<file path="src/mps_regs.vh">
// Register map, field positions and constants for the pin, port and strobe block.
// Assumes a 32-bit APB master; each register occupies one aligned word.
`ifndef MPS_REGS_VH
`define MPS_REGS_VH

// ----------------------------------------------------------------
// Register byte offsets
// ----------------------------------------------------------------
`define MPS_P1_DIR_OFS 8'h00
`define MPS_P2_DIR_OFS 8'h04
`define MPS_P1_DATA_OFS 8'h08
`define MPS_P2_DATA_OFS 8'h0C
`define MPS_P3_DIR_OFS 8'h10
`define MPS_P3_DATA_OFS 8'h18
`define MPS_P3_CTRL_OFS 8'h3C
`define MPS_CPU_OFS 8'h40
`define MPS_IRQ_STAT_OFS 8'h44
`define MPS_IRQ_MASK_OFS 8'h48
`define MPS_MODE_OFS 8'h4C
`define MPS_VEC_OFS 8'h50
// ----------------------------------------------------------------
// Field positions
// ----------------------------------------------------------------
`define MPS_P3C_FLAG 7
`define MPS_P3C_IRQ_EN 6
`define MPS_P3C_OSS 4
`define MPS_P3C_LATCH 3
`define MPS_CPU_IMASK 0
`define MPS_CPU_DONE 1
`define MPS_ST_NMI 0
`define MPS_ST_MASKABLE_REQUEST_ONE 1
`define MPS_ST_IS3 2
`define MPS_ST_W 3
// ----------------------------------------------------------------
// Vectors, modes, address window, counts
// ----------------------------------------------------------------
`define MPS_VEC_NMI 16'hFFFC
`define MPS_VEC_MASKABLE_REQUEST_ONE 16'hFFF8
`define MPS_IOS_LO 16'h0100
`define MPS_IOS_HI 16'h01FF
`define MPS_MODE_SINGLE 3'h7
`define MPS_MODE_MUX_A 3'h2
`define MPS_MODE_MUX_B 3'h3
`define MPS_MODE_NONMUX 3'h5
`define MPS_ECLK_DIV 2'h3
`define MPS_ECLK_HALF 2'h1
`define MPS_RESET_E_MIN 3

`endif

</file>
<file path="src/mps_pins.v">
// Pin-level control logic: E clock, NMI/MASKABLE_REQUEST_ONE entry, strobe pins, ports 1-3.
// Assumes one 25 MHz clock, synchronous active-high reset and an APB master.
`timescale 1ns/100ps
`default_nettype none
`include "mps_regs.vh"

module mps_pins #(
  parameter P1_W = 8,
  parameter P2_W = 5,
  parameter P3_W = 8
) (
  input wire clock_i,
  input wire reset_i,
  input wire psel_i,
  input wire penable_i,
  input wire pwrite_i,
  input wire [7:0] paddr_i,
  input wire [31:0] pwdata_i,
  output reg [31:0] prdata_o,
  output reg pready_o,
  output reg pslverr_o,
  output reg irq_o,
  output reg eclk_o,
  input wire nmi_n_i,
  input wire maskable_request_one_n_i,
  input wire instr_done_i,
  input wire [15:0] cpu_addr_i,
  input wire cpu_rw_i,
  input wire compare_out_i,
  output reg vec_fetch_o,
  output reg [15:0] vec_addr_o,
  input wire strobe_ctrl_pin_a_i,
  output reg strobe_ctrl_pin_a_o,
  output reg strobe_ctrl_pin_a_oe_o,
  output reg strobe_ctrl_pin_b_o,
  input wire [P1_W-1:0] port1_i,
  output reg [P1_W-1:0] port1_o,
  output reg [P1_W-1:0] port1_oe_o,
  input wire [P2_W-1:0] port2_i,
  output reg [P2_W-1:0] port2_o,
  output reg [P2_W-1:0] port2_oe_o,
  input wire [P3_W-1:0] port3_i,
  output reg [P3_W-1:0] port3_o,
  output reg [P3_W-1:0] port3_oe_o
);

  // ----------------------------------------------------------------
  // Helpers
  // ----------------------------------------------------------------
  // Per-line drive: direction bit one drives the data bit
  function [7:0] mps_drive;
    input [7:0] dir;
    input [7:0] dat;
    begin
      mps_drive = dir & dat;
    end
  endfunction

  function mps_expanded;
    input [2:0] m;
    begin
      mps_expanded = (m != `MPS_MODE_SINGLE);
    end
  endfunction

  // ----------------------------------------------------------------
  // State
  // ----------------------------------------------------------------
  reg [1:0] div_reg;
  reg e_tick_reg;
  reg [2:0] mode_reg;
  reg reset_d_reg;
  reg [P1_W-1:0] p1_dir_reg;
  reg [P1_W-1:0] p1_dat_reg;
  reg [P2_W-1:0] p2_dir_reg;
  reg [P2_W-1:0] p2_dat_reg;
  reg [P3_W-1:0] p3_dir_reg;
  reg [P3_W-1:0] p3_dat_reg;
  reg [P3_W-1:0] p3_latch_reg;
  reg p3_flag_reg;
  reg p3_irq_en_reg;
  reg p3_oss_reg;
  reg p3_latch_en_reg;
  reg p3_latched_reg;
  reg imask_reg;
  reg nmi_pend_reg;
  reg nmi_d_reg;
  reg is3_d_reg;
  reg [`MPS_ST_W-1:0] stat_reg;
  reg [`MPS_ST_W-1:0] mask_reg;
  reg os3_req_reg;
  reg [1:0] state_reg;

  localparam ST_RUN = 2'b00;
  localparam ST_NMI = 2'b01;
  localparam ST_IRQ = 2'b10;

  wire acc = psel_i & penable_i;
  wire wr = acc & pwrite_i;
  wire rd = acc & ~pwrite_i;
  wire single = (mode_reg == `MPS_MODE_SINGLE);
  wire muxed = (mode_reg == `MPS_MODE_MUX_A) || (mode_reg == `MPS_MODE_MUX_B);
  wire nmi_fall = nmi_d_reg & ~nmi_n_i;
  wire is3_fall = single & is3_d_reg & ~strobe_ctrl_pin_a_i;
  wire maskable_request_one_level = ~maskable_request_one_n_i | (p3_flag_reg & p3_irq_en_reg);
  wire p3_hit = (paddr_i == `MPS_P3_DATA_OFS);

  // ----------------------------------------------------------------
  // E clock divider
  // ----------------------------------------------------------------
  // Divide by four; e_tick marks each E period, though nothing reads it
  always @(posedge clock_i) begin
    if (reset_i) begin
      div_reg <= 2'h0;
      eclk_o <= 1'b0;
      e_tick_reg <= 1'b0;
    end else begin
      div_reg <= div_reg + 2'h1;
      eclk_o <= (div_reg >= `MPS_ECLK_HALF) && (div_reg != `MPS_ECLK_DIV);
      e_tick_reg <= (div_reg == `MPS_ECLK_DIV);
    end
  end

  // ----------------------------------------------------------------
  // Mode capture
  // ----------------------------------------------------------------
  // Caught one clock after release, never under reset itself.
  // Relies on the reset source keeping reset long enough.
  always @(posedge clock_i) begin
    reset_d_reg <= reset_i;
    if (reset_i) begin
      mode_reg <= `MPS_MODE_SINGLE;
    end else if (reset_d_reg) begin
      mode_reg <= port2_i[2:0];
    end
  end

  // ----------------------------------------------------------------
  // Interrupt entry
  // ----------------------------------------------------------------
  // NMI edge is held pending until the instruction ends; a low shorter
  // than one E cycle may still be seen, but is not promised.
  always @(posedge clock_i) begin
    if (reset_i) begin
      nmi_d_reg <= 1'b1;
      nmi_pend_reg <= 1'b0;
      state_reg <= ST_RUN;
      vec_fetch_o <= 1'b0;
      vec_addr_o <= 16'h0000;
      imask_reg <= 1'b1;
    end else begin
      nmi_d_reg <= nmi_n_i;
      vec_fetch_o <= 1'b0;
      if (nmi_fall) begin
        nmi_pend_reg <= 1'b1;
      end
      if (wr && paddr_i == `MPS_CPU_OFS) begin
        imask_reg <= pwdata_i[`MPS_CPU_IMASK];
      end
      case (state_reg)
        ST_RUN: begin
          if (instr_done_i && (nmi_pend_reg || nmi_fall)) begin
            state_reg <= ST_NMI;
          end else if (instr_done_i && maskable_request_one_level && !imask_reg) begin
            state_reg <= ST_IRQ;
          end
        end
        ST_NMI: begin
          nmi_pend_reg <= nmi_fall;
          vec_fetch_o <= 1'b1;
          vec_addr_o <= `MPS_VEC_NMI;
          imask_reg <= 1'b1;
          state_reg <= ST_RUN;
        end
        ST_IRQ: begin
          vec_fetch_o <= 1'b1;
          vec_addr_o <= `MPS_VEC_MASKABLE_REQUEST_ONE;
          imask_reg <= 1'b1;
          state_reg <= ST_RUN;
        end
        default: begin
          state_reg <= ST_RUN;
        end
      endcase
    end
  end

  // ----------------------------------------------------------------
  // Port registers and port 3 control
  // ----------------------------------------------------------------
  // Set wins over a same-cycle clear for the input strobe flag
  always @(posedge clock_i) begin
    if (reset_i) begin
      p1_dir_reg <= {P1_W{1'b0}};
      p1_dat_reg <= {P1_W{1'b0}};
      p2_dir_reg <= {P2_W{1'b0}};
      p2_dat_reg <= {P2_W{1'b0}};
      p3_dir_reg <= {P3_W{1'b0}};
      p3_dat_reg <= {P3_W{1'b0}};
      p3_latch_reg <= {P3_W{1'b0}};
      p3_flag_reg <= 1'b0;
      p3_irq_en_reg <= 1'b0;
      p3_oss_reg <= 1'b0;
      p3_latch_en_reg <= 1'b0;
      p3_latched_reg <= 1'b0;
      is3_d_reg <= 1'b1;
      os3_req_reg <= 1'b0;
    end else begin
      is3_d_reg <= strobe_ctrl_pin_a_i;
      if (wr) begin
        case (paddr_i)
          `MPS_P1_DIR_OFS: p1_dir_reg <= pwdata_i[P1_W-1:0];
          `MPS_P1_DATA_OFS: p1_dat_reg <= pwdata_i[P1_W-1:0];
          `MPS_P2_DIR_OFS: p2_dir_reg <= pwdata_i[P2_W-1:0];
          `MPS_P2_DATA_OFS: p2_dat_reg <= pwdata_i[P2_W-1:0];
          `MPS_P3_DIR_OFS: p3_dir_reg <= pwdata_i[P3_W-1:0];
          `MPS_P3_DATA_OFS: p3_dat_reg <= pwdata_i[P3_W-1:0];
          `MPS_P3_CTRL_OFS: begin
            p3_irq_en_reg <= pwdata_i[`MPS_P3C_IRQ_EN];
            p3_oss_reg <= pwdata_i[`MPS_P3C_OSS];
            p3_latch_en_reg <= pwdata_i[`MPS_P3C_LATCH];
          end
          default: begin
          end
        endcase
      end
      // Flag clears on any port 3 data access, read or write; set wins
      if (is3_fall) begin
        p3_flag_reg <= 1'b1;
      end else if (acc && p3_hit) begin
        p3_flag_reg <= 1'b0;
      end
      // Input latch freezes on strobe until data is read
      if (is3_fall && p3_latch_en_reg && !p3_latched_reg) begin
        p3_latch_reg <= port3_i;
        p3_latched_reg <= 1'b1;
      end else if (rd && p3_hit) begin
        p3_latched_reg <= 1'b0;
      end
      // Output strobe on read when select is 0, write when 1
      os3_req_reg <= single & acc & p3_hit & (pwrite_i == p3_oss_reg);
    end
  end

  // ----------------------------------------------------------------
  // Interrupt status and mask
  // ----------------------------------------------------------------
  // Write one clears; a new event in the same cycle wins
  always @(posedge clock_i) begin
    if (reset_i) begin
      stat_reg <= {`MPS_ST_W{1'b0}};
      mask_reg <= {`MPS_ST_W{1'b0}};
      irq_o <= 1'b0;
    end else begin
      stat_reg <= (stat_reg & ~((wr && paddr_i == `MPS_IRQ_STAT_OFS) ? pwdata_i[`MPS_ST_W-1:0] :
        {`MPS_ST_W{1'b0}})) | {is3_fall, ~maskable_request_one_n_i, nmi_fall};
      if (wr && paddr_i == `MPS_IRQ_MASK_OFS) begin
        mask_reg <= pwdata_i[`MPS_ST_W-1:0];
      end
      irq_o <= |(stat_reg & mask_reg);
    end
  end

  // ----------------------------------------------------------------
  // Pin drive
  // ----------------------------------------------------------------
  // Strobe pins follow mode; expanded port 3 is a bus outside this block
  always @(posedge clock_i) begin
    if (reset_i) begin
      strobe_ctrl_pin_a_o <= 1'b1;
      strobe_ctrl_pin_a_oe_o <= 1'b0;
      strobe_ctrl_pin_b_o <= 1'b1;
      port1_o <= {P1_W{1'b0}};
      port1_oe_o <= {P1_W{1'b0}};
      port2_o <= {P2_W{1'b0}};
      port2_oe_o <= {P2_W{1'b0}};
      port3_o <= {P3_W{1'b0}};
      port3_oe_o <= {P3_W{1'b0}};
    end else begin
      strobe_ctrl_pin_a_oe_o <= mps_expanded(mode_reg);
      if (single) begin
        strobe_ctrl_pin_a_o <= 1'b1;
        strobe_ctrl_pin_b_o <= ~os3_req_reg;
      end else if (muxed) begin
        strobe_ctrl_pin_a_o <= (div_reg == 2'h0);
        strobe_ctrl_pin_b_o <= cpu_rw_i;
      end else begin
        strobe_ctrl_pin_a_o <= ~((cpu_addr_i >= `MPS_IOS_LO) && (cpu_addr_i <= `MPS_IOS_HI));
        strobe_ctrl_pin_b_o <= cpu_rw_i;
      end
      port1_o <= mps_drive(p1_dir_reg, p1_dat_reg);
      port1_oe_o <= p1_dir_reg;
      port2_o <= {p2_dat_reg[P2_W-1:2], compare_out_i & p2_dir_reg[1], p2_dat_reg[0]} & p2_dir_reg;
      port2_oe_o <= p2_dir_reg;
      port3_o <= single ? mps_drive(p3_dir_reg, p3_dat_reg) : {P3_W{1'b0}};
      port3_oe_o <= single ? p3_dir_reg : {P3_W{1'b0}};
    end
  end

  // ----------------------------------------------------------------
  // APB slave
  // ----------------------------------------------------------------
  // Zero wait states; unmapped offsets answer with an error
  always @(posedge clock_i) begin
    if (reset_i) begin
      prdata_o <= 32'h00000000;
      pready_o <= 1'b0;
      pslverr_o <= 1'b0;
    end else begin
      pready_o <= psel_i & ~penable_i;
      pslverr_o <= 1'b0;
      prdata_o <= 32'h00000000;
      if (psel_i && !penable_i) begin
        case (paddr_i)
          `MPS_P1_DIR_OFS: prdata_o <= {24'h000000, p1_dir_reg};
          `MPS_P1_DATA_OFS: prdata_o <= {24'h000000, (p1_dir_reg & p1_dat_reg) | (~p1_dir_reg & port1_i)};
          `MPS_P2_DIR_OFS: prdata_o <= {27'h0, p2_dir_reg};
          `MPS_P2_DATA_OFS: prdata_o <= {27'h0, (p2_dir_reg & p2_dat_reg) | (~p2_dir_reg & port2_i)};
          `MPS_P3_DIR_OFS: prdata_o <= {24'h000000, p3_dir_reg};
          `MPS_P3_DATA_OFS: prdata_o <= {24'h000000, p3_latched_reg ? p3_latch_reg :
            ((p3_dir_reg & p3_dat_reg) | (~p3_dir_reg & port3_i))};
          `MPS_P3_CTRL_OFS: prdata_o <= {24'h000000, p3_flag_reg, p3_irq_en_reg, 1'b0, p3_oss_reg,
            p3_latch_en_reg, 3'h0};
          `MPS_CPU_OFS: prdata_o <= {30'h0, state_reg != ST_RUN, imask_reg};
          `MPS_IRQ_STAT_OFS: prdata_o <= {29'h0, stat_reg};
          `MPS_IRQ_MASK_OFS: prdata_o <= {29'h0, mask_reg};
          `MPS_MODE_OFS: prdata_o <= {29'h0, mode_reg};
          `MPS_VEC_OFS: prdata_o <= {16'h0000, vec_addr_o};
          default: pslverr_o <= 1'b1;
        endcase
      end
    end
  end

endmodule
`default_nettype wire

</file>
<file path="config.mk">
export PLATFORM = sky130hd
export DESIGN_NAME = mps_pins
export DESIGN_NICKNAME = d
export VERILOG_FILES = /design/src/mps_pins.v
export VERILOG_INCLUDE_DIRS = /design/src
export SDC_FILE = /design/constraint.sdc
export NUM_CORES = 1
export LEC_CHECK = 0
export BUFFER_PORTS_ARGS = -buffer_cell sky130_fd_sc_hd__buf_2
export CAP_MARGIN = 20
export CORE_MARGIN = 2
export CORE_UTILIZATION = 50
export DETAILED_ROUTE_END_ITERATION = 16
export GPL_ROUTABILITY_DRIVEN = 0
export HOLD_SLACK_MARGIN = 0.02
export PLACE_DENSITY = 0.91
export SKIP_CTS_REPAIR_TIMING = 1
export SLEW_MARGIN = 20
export SYNTH_ARGS = -nofsm -noshare
export SYNTH_HDL_FRONTEND = slang
export SYNTH_SLANG_ARGS = --single-unit
</file>
<file path="constraint.sdc">
create_clock -name clock_i -period 3 [get_ports clock_i]
set_input_delay 0 -clock clock_i [delete_from_list [all_inputs] [get_ports clock_i]]
set_output_delay 0 -clock clock_i [all_outputs]
set_load 0.05 [all_outputs]
</file>
==> flow_summary.toml, run 1 <==
[outcome]
status = "finished, final reports clean"

[sta]
fin_crit_ps = 2020
layout_setup_ws_ps = 982
fin_crit_sh = 0.673
relSlewSlack = 0.380
worst_pin_slew_ps = 927
fmax_mhz = 496
hold_viol_final = 0
grt_setup_unrepaired = "false"
final-max-slew-violation-count = 0
fin_skew_ps = 7.18
tns_ps = 0
setup_viol = 0

[synth]
synth-seq-cells = 134
synthCells = 599
synth.avg_cell_area_sq_um = 9.49
synth_edf_count = 0
synth_async_sr_flop_share = 0
netlist_area_sq_um = 5690
yosys_warnings = 0
yosysUniqueCellTypes = 61
ys_seq_area_frac = 0.472
ys.flop_type = "dfxtp_1"

[worst_setup_path]
crit_arrival_ps = 2330
cp-end-kind = "flip-flop"
crit_required_ps = 3310
worst_setup_path_start_kind = "input port"
worst-path-max-fanout = 1
critPathKind = "in2reg"

[placed_design]
place_area_sq_um = 6200
place.detailed.hpwl_um = 9830
post-place-ws_ps = 993
portBuffers = 135

[pwr]
power_density_nw_per_um2 = 642
p_leak_uw = 0.00311
peakVddDrop_uv = 396
power_uw = 4620

[die]
io_pins = 186
die_h_um = 111
dieArea_sq_um = 12200
core_area_sq_um = 11000
start_util = 0.518
chipWidth_um = 111
placementRows = 38

[global_routing]
grt_overflow_total = 0
grt_usage = 0.245
grt_pass1_wl_um = 23900
grt_max_degree = 45
use_met3 = 0.0604
grt_antenna_before_repair = 2
grt_pass1_vias = 4574
grt_use_met1 = 0.310
gr-max-usage-layer = "met2"
grtUsageMet2 = 0.402

[final_layout]
largest_register_ffs = 9
diodes = 0
nFillCells = 792
area_growth_pct = 26.6
layout.nets = 829
drive_gt1_frac = 0.252
max_flop_register = "prdata_o"
final_area_sq_um = 7200

[drt]
viasPerCell = 5.56
drc = 0
antenna_left = 0
dr.pass1.iters = 5
vias = 4946
drt_wl_total_um = 15900
drt-initial-drc-count = 557
wl_per_cell_um = 17.8

[clock_tree]
ctsLongestPathBuffers = 2
cts_tree = "done"
htree_levels = 4
clkTransAtPathRegs_ps = 60
cts_made_buffers = 17
cts.sinks = 134
insertion_delay_ps = 420
cts_root_buffer = "clkbuf_16"

[run]
max_cap_viol_count = 0

[worst_hold_path]
holdCritPathClass = "in2reg"
-- kinds of logic after synthesis --
| family | share of synthesized area |
|---|---|
| multiplexers | 0.121 |
| flip-flops | 0.472 |
| XOR/XNOR | 0.00154 |
| other | 0.000660 |
| AO/OA/AOI/OAI | 0.0951 |
| buffers and inverters | 0.0863 |
| AND/OR/NAND/NOR | 0.215 |
| adder cells (fa/ha/maj) | 0.00880 |
-- metrics by stage --
step,std cells,util,hold slack [ps]
4_1_cts,858,0.626,-226
6_report,890,0.655,21.0
5_1_grt,890,0.655,44.0
3_3_place_gp,826,0.564,190
3_5_place_dp,826,0.564,198
2_1_floorplan,616,-,27.7
-- final timing paths --
path	to	cells past startpoint	slack, ps	from
setup / recovery	strobe_ctrl_pin_a_o	8	980	cpu_addr_i[13]
hold / removal	prdata_o[6]	4	20	paddr_i[1]
hold reg to reg	div_reg[0]	1	410	div_reg[0]
setup reg to reg	p3_latch_reg[2]	6	990	mode_reg[2]
-- critical path: stages --
cell           delay, ps
dlygate4sd3_1        530
buf_2                120
nor4_1               260
dlygate4sd3_1        610
nand3_1              100
dlygate4sd3_1        580
o21ai_0               70
nand2_1               60
-- cells in the final DEF, fill, tap and decap left out, types with 17 or more instances in the layout --
cell,instances
buf_2,135
dfxtp_1,134
nor2_1,66
mux2i_1,61
nand2_1,43
dlygate4sd3_1,32
a21oi_1,26
o21ai_0,24
and2_1,22
nor2b_1,18
conb_1,18
inv_1,17
clkbuf_16,17
-- layer usage --
layer	vias to the layer above	part of all wire	wire length, um
met5	-	0	0
met4	0	0.039	622
met3	50	0.091	1450
met2	304	0.49	7720
met1	2314	0.38	6080
li1	2278	-	-
-- synthesized netlist by cell type (all sizes together), types with 4 or more instances --
library cell  number  area share
mux2i             61        0.11
a31oi              6      0.0066
nand2             46       0.033
inv               17       0.011
nand3             13       0.012
nand2b             7      0.0077
nand3b             7      0.0092
and3              12       0.013
a21oi             26       0.023
o21ai             24       0.021
and2              22       0.024
clkbuf            17       0.012
buf               51       0.063
dfxtp            134        0.47
nor3               7      0.0081
nor2              71       0.056
nor4               5      0.0092
ha                 4      0.0088
a211o              6      0.0092
nor2b             18       0.020
-- layout make-up --
cell class | instances | area (sq um) | area share
sequential | 134 | 2680 | 0.373
multi-input combinational | 397 | 2580 | 0.358
timing repair buffer | 170 | 1020 | 0.142
clock buffer | 20 | 457 | 0.0635
clock inverter | 12 | 224 | 0.0311
tap | 140 | 175 | 0.0243
inverter | 17 | 63.8 | 0.00887
-- power by group --
part           internal, uW  total (uW)  switching [uW]
clock                  1600        2400             792
sequential             1800        1820            20.3
combinational           116         402             285
total                  3520        4620            1100
No activity file was read; power rests on OpenSTA's default activity.
==> run 2: changes to the inputs <==
--- a/config.mk
+++ b/config.mk
@@ -6,6 +6,7 @@
 export SDC_FILE = /design/constraint.sdc
 export NUM_CORES = 1
 export LEC_CHECK = 0
+export ABC_AREA = 1
 export BUFFER_PORTS_ARGS = -buffer_cell sky130_fd_sc_hd__buf_2
 export CAP_MARGIN = 20
 export CORE_MARGIN = 2
==> constraint.sdc (replaced) <==
create_clock -name clock_i -period 2.05 [get_ports clock_i]
set_input_delay 0 -clock clock_i [delete_from_list [all_inputs] [get_ports clock_i]]
set_output_delay 0 -clock clock_i [all_outputs]
set_load 0.05 [all_outputs]
==> flow_summary.toml, run 2 <==
[outcome]
status = "finished, violations left"
violations = "hold timing"

[synth]
synth_top_area_frac = 0.481
synth_most_common_cell = "nand2_1"
synth_edf_count = 0
yosys-top-cells-count = "165 x nand2_1, 134 x dfxtp_1, 98 x nor2_1, 70 x inv_1, 67 x o21ai_0"
synthCells = 753
ys_top_cells_by_area = "dfxtp_1 48%, nand2_1 11%, nor2_1 6.6%"
synth.avg_cell_area_sq_um = 7.41
yosysUniqueCellTypes = 33
synth_largest_area_cell = "dfxtp_1"
ys_seq_area_frac = 0.481
yosys_warnings = 0
synth-seq-cells = 134
ys.flop_type = "dfxtp_1"
netlist_area_sq_um = 5580
synth_async_sr_flop_share = 0

[pwr]
peakVddDrop_uv = 399
p_int_uw = 4510
comb_power_share = 0.097
power_density_nw_per_um2 = 860
p_leak_uw = 0.00330
swShare = 0.259
power_switching_uw = 1580
clkPwrFrac = 0.466
pwr-share-seq = 0.437

[worst_setup_path]
slowest_stage = "dlygate4sd3_1"
crit_required_ps = 2480
path_buf_inv = 4
reg2reg_depth = 6
crit_arrival_ps = 2120
worst-path-max-fanout = 1
critPathKind = "in2reg"
crit_family = "buffers and inverters"
cpPeakStageDelay_ps = 560
path_common_cell = "dlygate4sd3_1"
path_cells = "dlygate4sd3_1 > buf_2 > nand3b_1 > dlygate4sd3_1 > o21bai_1 > dlygate4sd3_1 > nand2_1"
worst_setup_path_start_kind = "input port"
crit_cells = 7
cp-end-kind = "flip-flop"

[clock_tree]
cts_tree = "done"
cts_root_buffer = "clkbuf_8"
clkTransAtPathRegs_ps = 60
cts_made_buffers = 17
insertion_delay_ps = 540
htree_levels = 4
cts.sinks = 134
ctsLongestPathBuffers = 2

[drt]
drc = 0
vias = 5658
viasPerCell = 5.32
antenna_left = 0
wl_per_cell_um = 15.5
drt_wl_total_um = 16500
drt-initial-drc-count = 614
dr.pass1.iters = 9

[worst_hold_path]
hold_path_depth = 7
holdCritPathClass = "in2reg"

[die]
core_area_sq_um = 10900
io_pins = 186
chipWidth_um = 110
placementRows = 38
die_h_um = 110
start_util = 0.513
dieArea_sq_um = 12000

[placed_design]
portBuffers = 135
place.detailed.hpwl_um = 10800

[sta]
fin_crit_ps = 1700
fmax_mhz = 590
grt_setup_unrepaired = "false"
worst_pin_slew_ps = 537
tns_ps = 0
final-max-slew-violation-count = 0
fin_crit_sh = 0.827
fin_skew_ps = 8.16
relSlewSlack = 0.641
hold_viol_final = 3
hold-worst-slack_ps = -29.6
setup_viol = 0

[final_layout]
layout.nets = 1001
largest_register_ffs = 9
final_cell_mix = "165 x nand2_1, 135 x buf_2, 134 x dfxtp_1"
area_growth_pct = 26.8
final_common_cell = "nand2_1"
max_flop_register = "prdata_o"
drive_gt1_frac = 0.215

[global_routing]
grt_usage = 0.264
grt_overflow_total = 0
grt_antenna_before_repair = 3
grt_max_degree = 39
grt_pass1_wl_um = 24200
grt_pass1_vias = 5132

[run]
max_cap_viol_count = 0
==> run 2: cell types whose count changed after synthesis, moves of 7 or more <==
| cell | delta |
|---|---|
| nand2_1 | +122 |
| nand3_1 | +33 |
| o21ai_0 | +43 |
| a21oi_1 | +40 |
| nand2_2 | +9 |
| nor2_1 | +32 |
| inv_1 | +53 |
| mux2i_1 | -61 |
| and2_1 | -22 |
| nor2b_1 | -18 |
| nand2b_1 | -7 |
| and3_1 | -12 |
==> run 2: worst paths after layout <==
kind	startpoint	to	slack, ps
worst max-delay path	cpu_addr_i[9]	strobe_ctrl_pin_a_o	350
worst min-delay path	port1_i[7]	prdata_o[7]	-30
worst max register to register	eclk_o	strobe_ctrl_pin_a_o	400
worst min register to register	div_reg[0]	div_reg[0]	400
==> run 2: final cells by class <==
class / count / area (sq um)
Antenna cell: 2 / 5.00
Clock buffer: 22 / 463
Inverter: 76 / 285
Fill cell: 831 / 3810
Tap cell: 140 / 175
Sequential cell: 134 / 2680
Clock inverter: 10 / 96.3
Multi-Input combinational cell: 504 / 2300
Timing Repair Buffer: 176 / 1070
==> run 2: power by group through the flow <==
stage | logic [uW] | registers (uW) | clock network [uW]
finish | 590 | 2660 | 2840
global route | 627 | 2660 | 2950
CTS | 524 | 2660 | 2860
detailed placement | 519 | 2720 | 0
global placement | 508 | 2720 | 0
floorplan | 373 | 2750 | 0
==> run 2: metal layers <==
layer  vias to the layer above  share of wire  track usage
met4                         2          0.049        0.126
met1                      2524           0.38        0.317
li1                       2670              -            -
met2                       368           0.47        0.428
met5                         -        0.00085            0
met3                        94           0.10       0.0830
==> run 2: kinds of logic after synthesis <==
family          synth area share
simple gates               0.263
compound gates             0.129
flops                      0.481
buf+inv                    0.118
fa+ha+maj                0.00897
other cells             0.000672
==> run 2: worst reg2reg max path: stages (launching register included) <==
cell	delay [ps]
dfxtp_1	370
inv_1	60
ha_1	190
nor3_1	160
o21bai_1	130
dlygate4sd3_1	560
nand2_1	60
==> run 2: stage by stage <==
step	setup slack [ps]	power, uW	utilization	instances	area [sq um]
finish	354	6090	0.650	1064	7080
floorplan	599	3130	-	770	5640
global placement	615	3220	0.567	996	6170
detailed placement	548	3240	0.567	996	6170
CTS	539	6040	0.618	1028	6730
global route	288	6240	0.650	1064	7080
==> run 3: changes to the inputs <==
==> constraint.sdc (replaced) <==
create_clock -name clock_i -period 1.7 [get_ports clock_i]
set_input_delay 0 -clock clock_i [delete_from_list [all_inputs] [get_ports clock_i]]
set_output_delay 0 -clock clock_i [all_outputs]
set_load 0.05 [all_outputs]
==> flow_summary.toml, run 3 (synthesized netlist as in run 2, its figures left out) <==
[drt]
drt-initial-drc-count = 735
drt_wl_total_um = 16500
wl_per_cell_um = 15.4
drc = 0
viasPerCell = 5.28
dr.pass1.iters = 8
vias = 5653
antenna_left = 0

[final_layout]
nFillCells = 819
largest_register_ffs = 9
area_growth_pct = 29.4
final_common_cell = "nand2_1"
layout.nets = 1008
final_cell_mix = "165 x nand2_1, 135 x buf_2, 134 x dfxtp_1"
utilization = 0.663
final_area_sq_um = 7220
drive_gt1_frac = 0.221
max_flop_register = "prdata_o"

[clock_tree]
cts_tree = "done"
insertion_delay_ps = 530
clkTransAtPathRegs_ps = 60
cts_made_buffers = 17
cts_root_buffer = "clkbuf_8"
htree_levels = 4
cts.sinks = 134
ctsLongestPathBuffers = 2

[die]
dieArea_sq_um = 12000
die_h_um = 110
io_pins = 186
core_area_sq_um = 10900
start_util = 0.513
chipWidth_um = 110
placementRows = 38

[worst_setup_path]
reg2reg_depth = 6
worst_setup_path_start_kind = "input port"
r2r-start = "mode_reg[2]"
cp-startpoint = "reset_i"
crit_required_ps = 2180
timing.rr.end = "p3_latch_reg[5]"
worst-path-max-fanout = 38
cp-end-kind = "flip-flop"
rrSetupSlack_ps = 230
crit_arrival_ps = 2120
critPathKind = "in2reg"

[pwr]
power_density_nw_per_um2 = 1090
peakVddDrop_uv = 609
pwr-share-seq = 0.406
comb_power_share = 0.091
p_leak_uw = 0.00337
p_int_uw = 5970
swShare = 0.244
power_switching_uw = 1920
clkPwrFrac = 0.502

[sta]
fmax_mhz = 608
worst_pin_slew_ps = 524
hold_viol_final = 3
fin_crit_sh = 0.967
hold-worst-slack_ps = -27.5
setup_viol = 0
relSlewSlack = 0.650
final-max-slew-violation-count = 0
fin_crit_ps = 1640
fin_skew_ps = 5.53
layout_setup_ws_ps = 55.4

[placed_design]
place.detailed.hpwl_um = 10500
post-place-ws_ps = 229
place_area_sq_um = 6210
portBuffers = 135

[global_routing]
grt_max_degree = 39
grt_overflow_total = 0
grt_pass1_vias = 5112
grt_antenna_before_repair = 3
grt_usage = 0.261
grt_pass1_wl_um = 23900

[outcome]
violations = "hold timing"
status = "finished, violations left"

[worst_hold_path]
min_to = "prdata_o[5]"
min-delay-start = "port1_i[5]"
holdCritPathClass = "in2reg"
hold_path_depth = 7

[run]
max_cap_viol_count = 0
## run 3: cell count changes in the layout (fill, tap and decap cells not counted), sizes merged
cell and delta:
buf +5, bufinv +3, clkinv -3, clkinvlp +1, diode -1, dlygate4sd3 +2, inv -1
## run 3: power groups by stage
| stage | combinational (uW) | sequential [uW] | clock (uW) |
|---|---|---|---|
| global route | 764 | 3210 | 4130 |
| floorplan | 450 | 3320 | 0 |
| CTS | 645 | 3200 | 3970 |
| finish | 721 | 3200 | 3960 |
| global placement | 627 | 3270 | 0 |
| detailed placement | 634 | 3270 | 0 |
## run 3: worst max-delay path by stage
stage                            to  slack (ps)  cells past startpoint
floorplan               prdata_o[4]         250                      4
global placement        prdata_o[4]         280                      9
detailed placement    p1_dat_reg[0]         230                      8
CTS                 p3_latch_reg[3]         280                      6
global route          p3_dat_reg[6]         -20                      8
finish                p3_dat_reg[6]          60                      8
## run 3: layer usage
metal / global-route usage / share of wire / vias to the layer above
li1: - / - / 2671
met1: 0.308 / 0.39 / 2521
met2: 0.438 / 0.47 / 380
met3: 0.0747 / 0.096 / 79
met4: 0.124 / 0.042 / 2
met5: 0 / 0.00079 / -
## run 3: stage by stage
stage          std cells  setup TNS [ps]  total power (uW)
6_report            1070               0              7890
5_1_grt             1070           -21.5              8100
4_1_cts             1033               0              7810
3_5_place_dp        1001               0              3900
3_3_place_gp        1001               0              3890
2_1_floorplan        770               0              3770
## run 3: worst max-delay path: stages
cell	delay, ps
dlygate4sd3_1	540
buf_2	130
buf_4	200
inv_1	90
buf_4	320
o21ai_1	130
a21oi_1	130
dlygate4sd3_1	560
## run 3: layout make-up
type / instances / area [sq um] / share of cell area
clock buffers: 22 / 483 / 0.0669
flip-flops and latches: 134 / 2680 / 0.371
well taps: 140 / 175 / 0.0243
diodes: 1 / 2.50 / 0.000347
inverters: 76 / 285 / 0.0395
clock inverters: 10 / 166 / 0.0230
multi-input cells: 504 / 2300 / 0.319
repair buffers: 183 / 1130 / 0.156
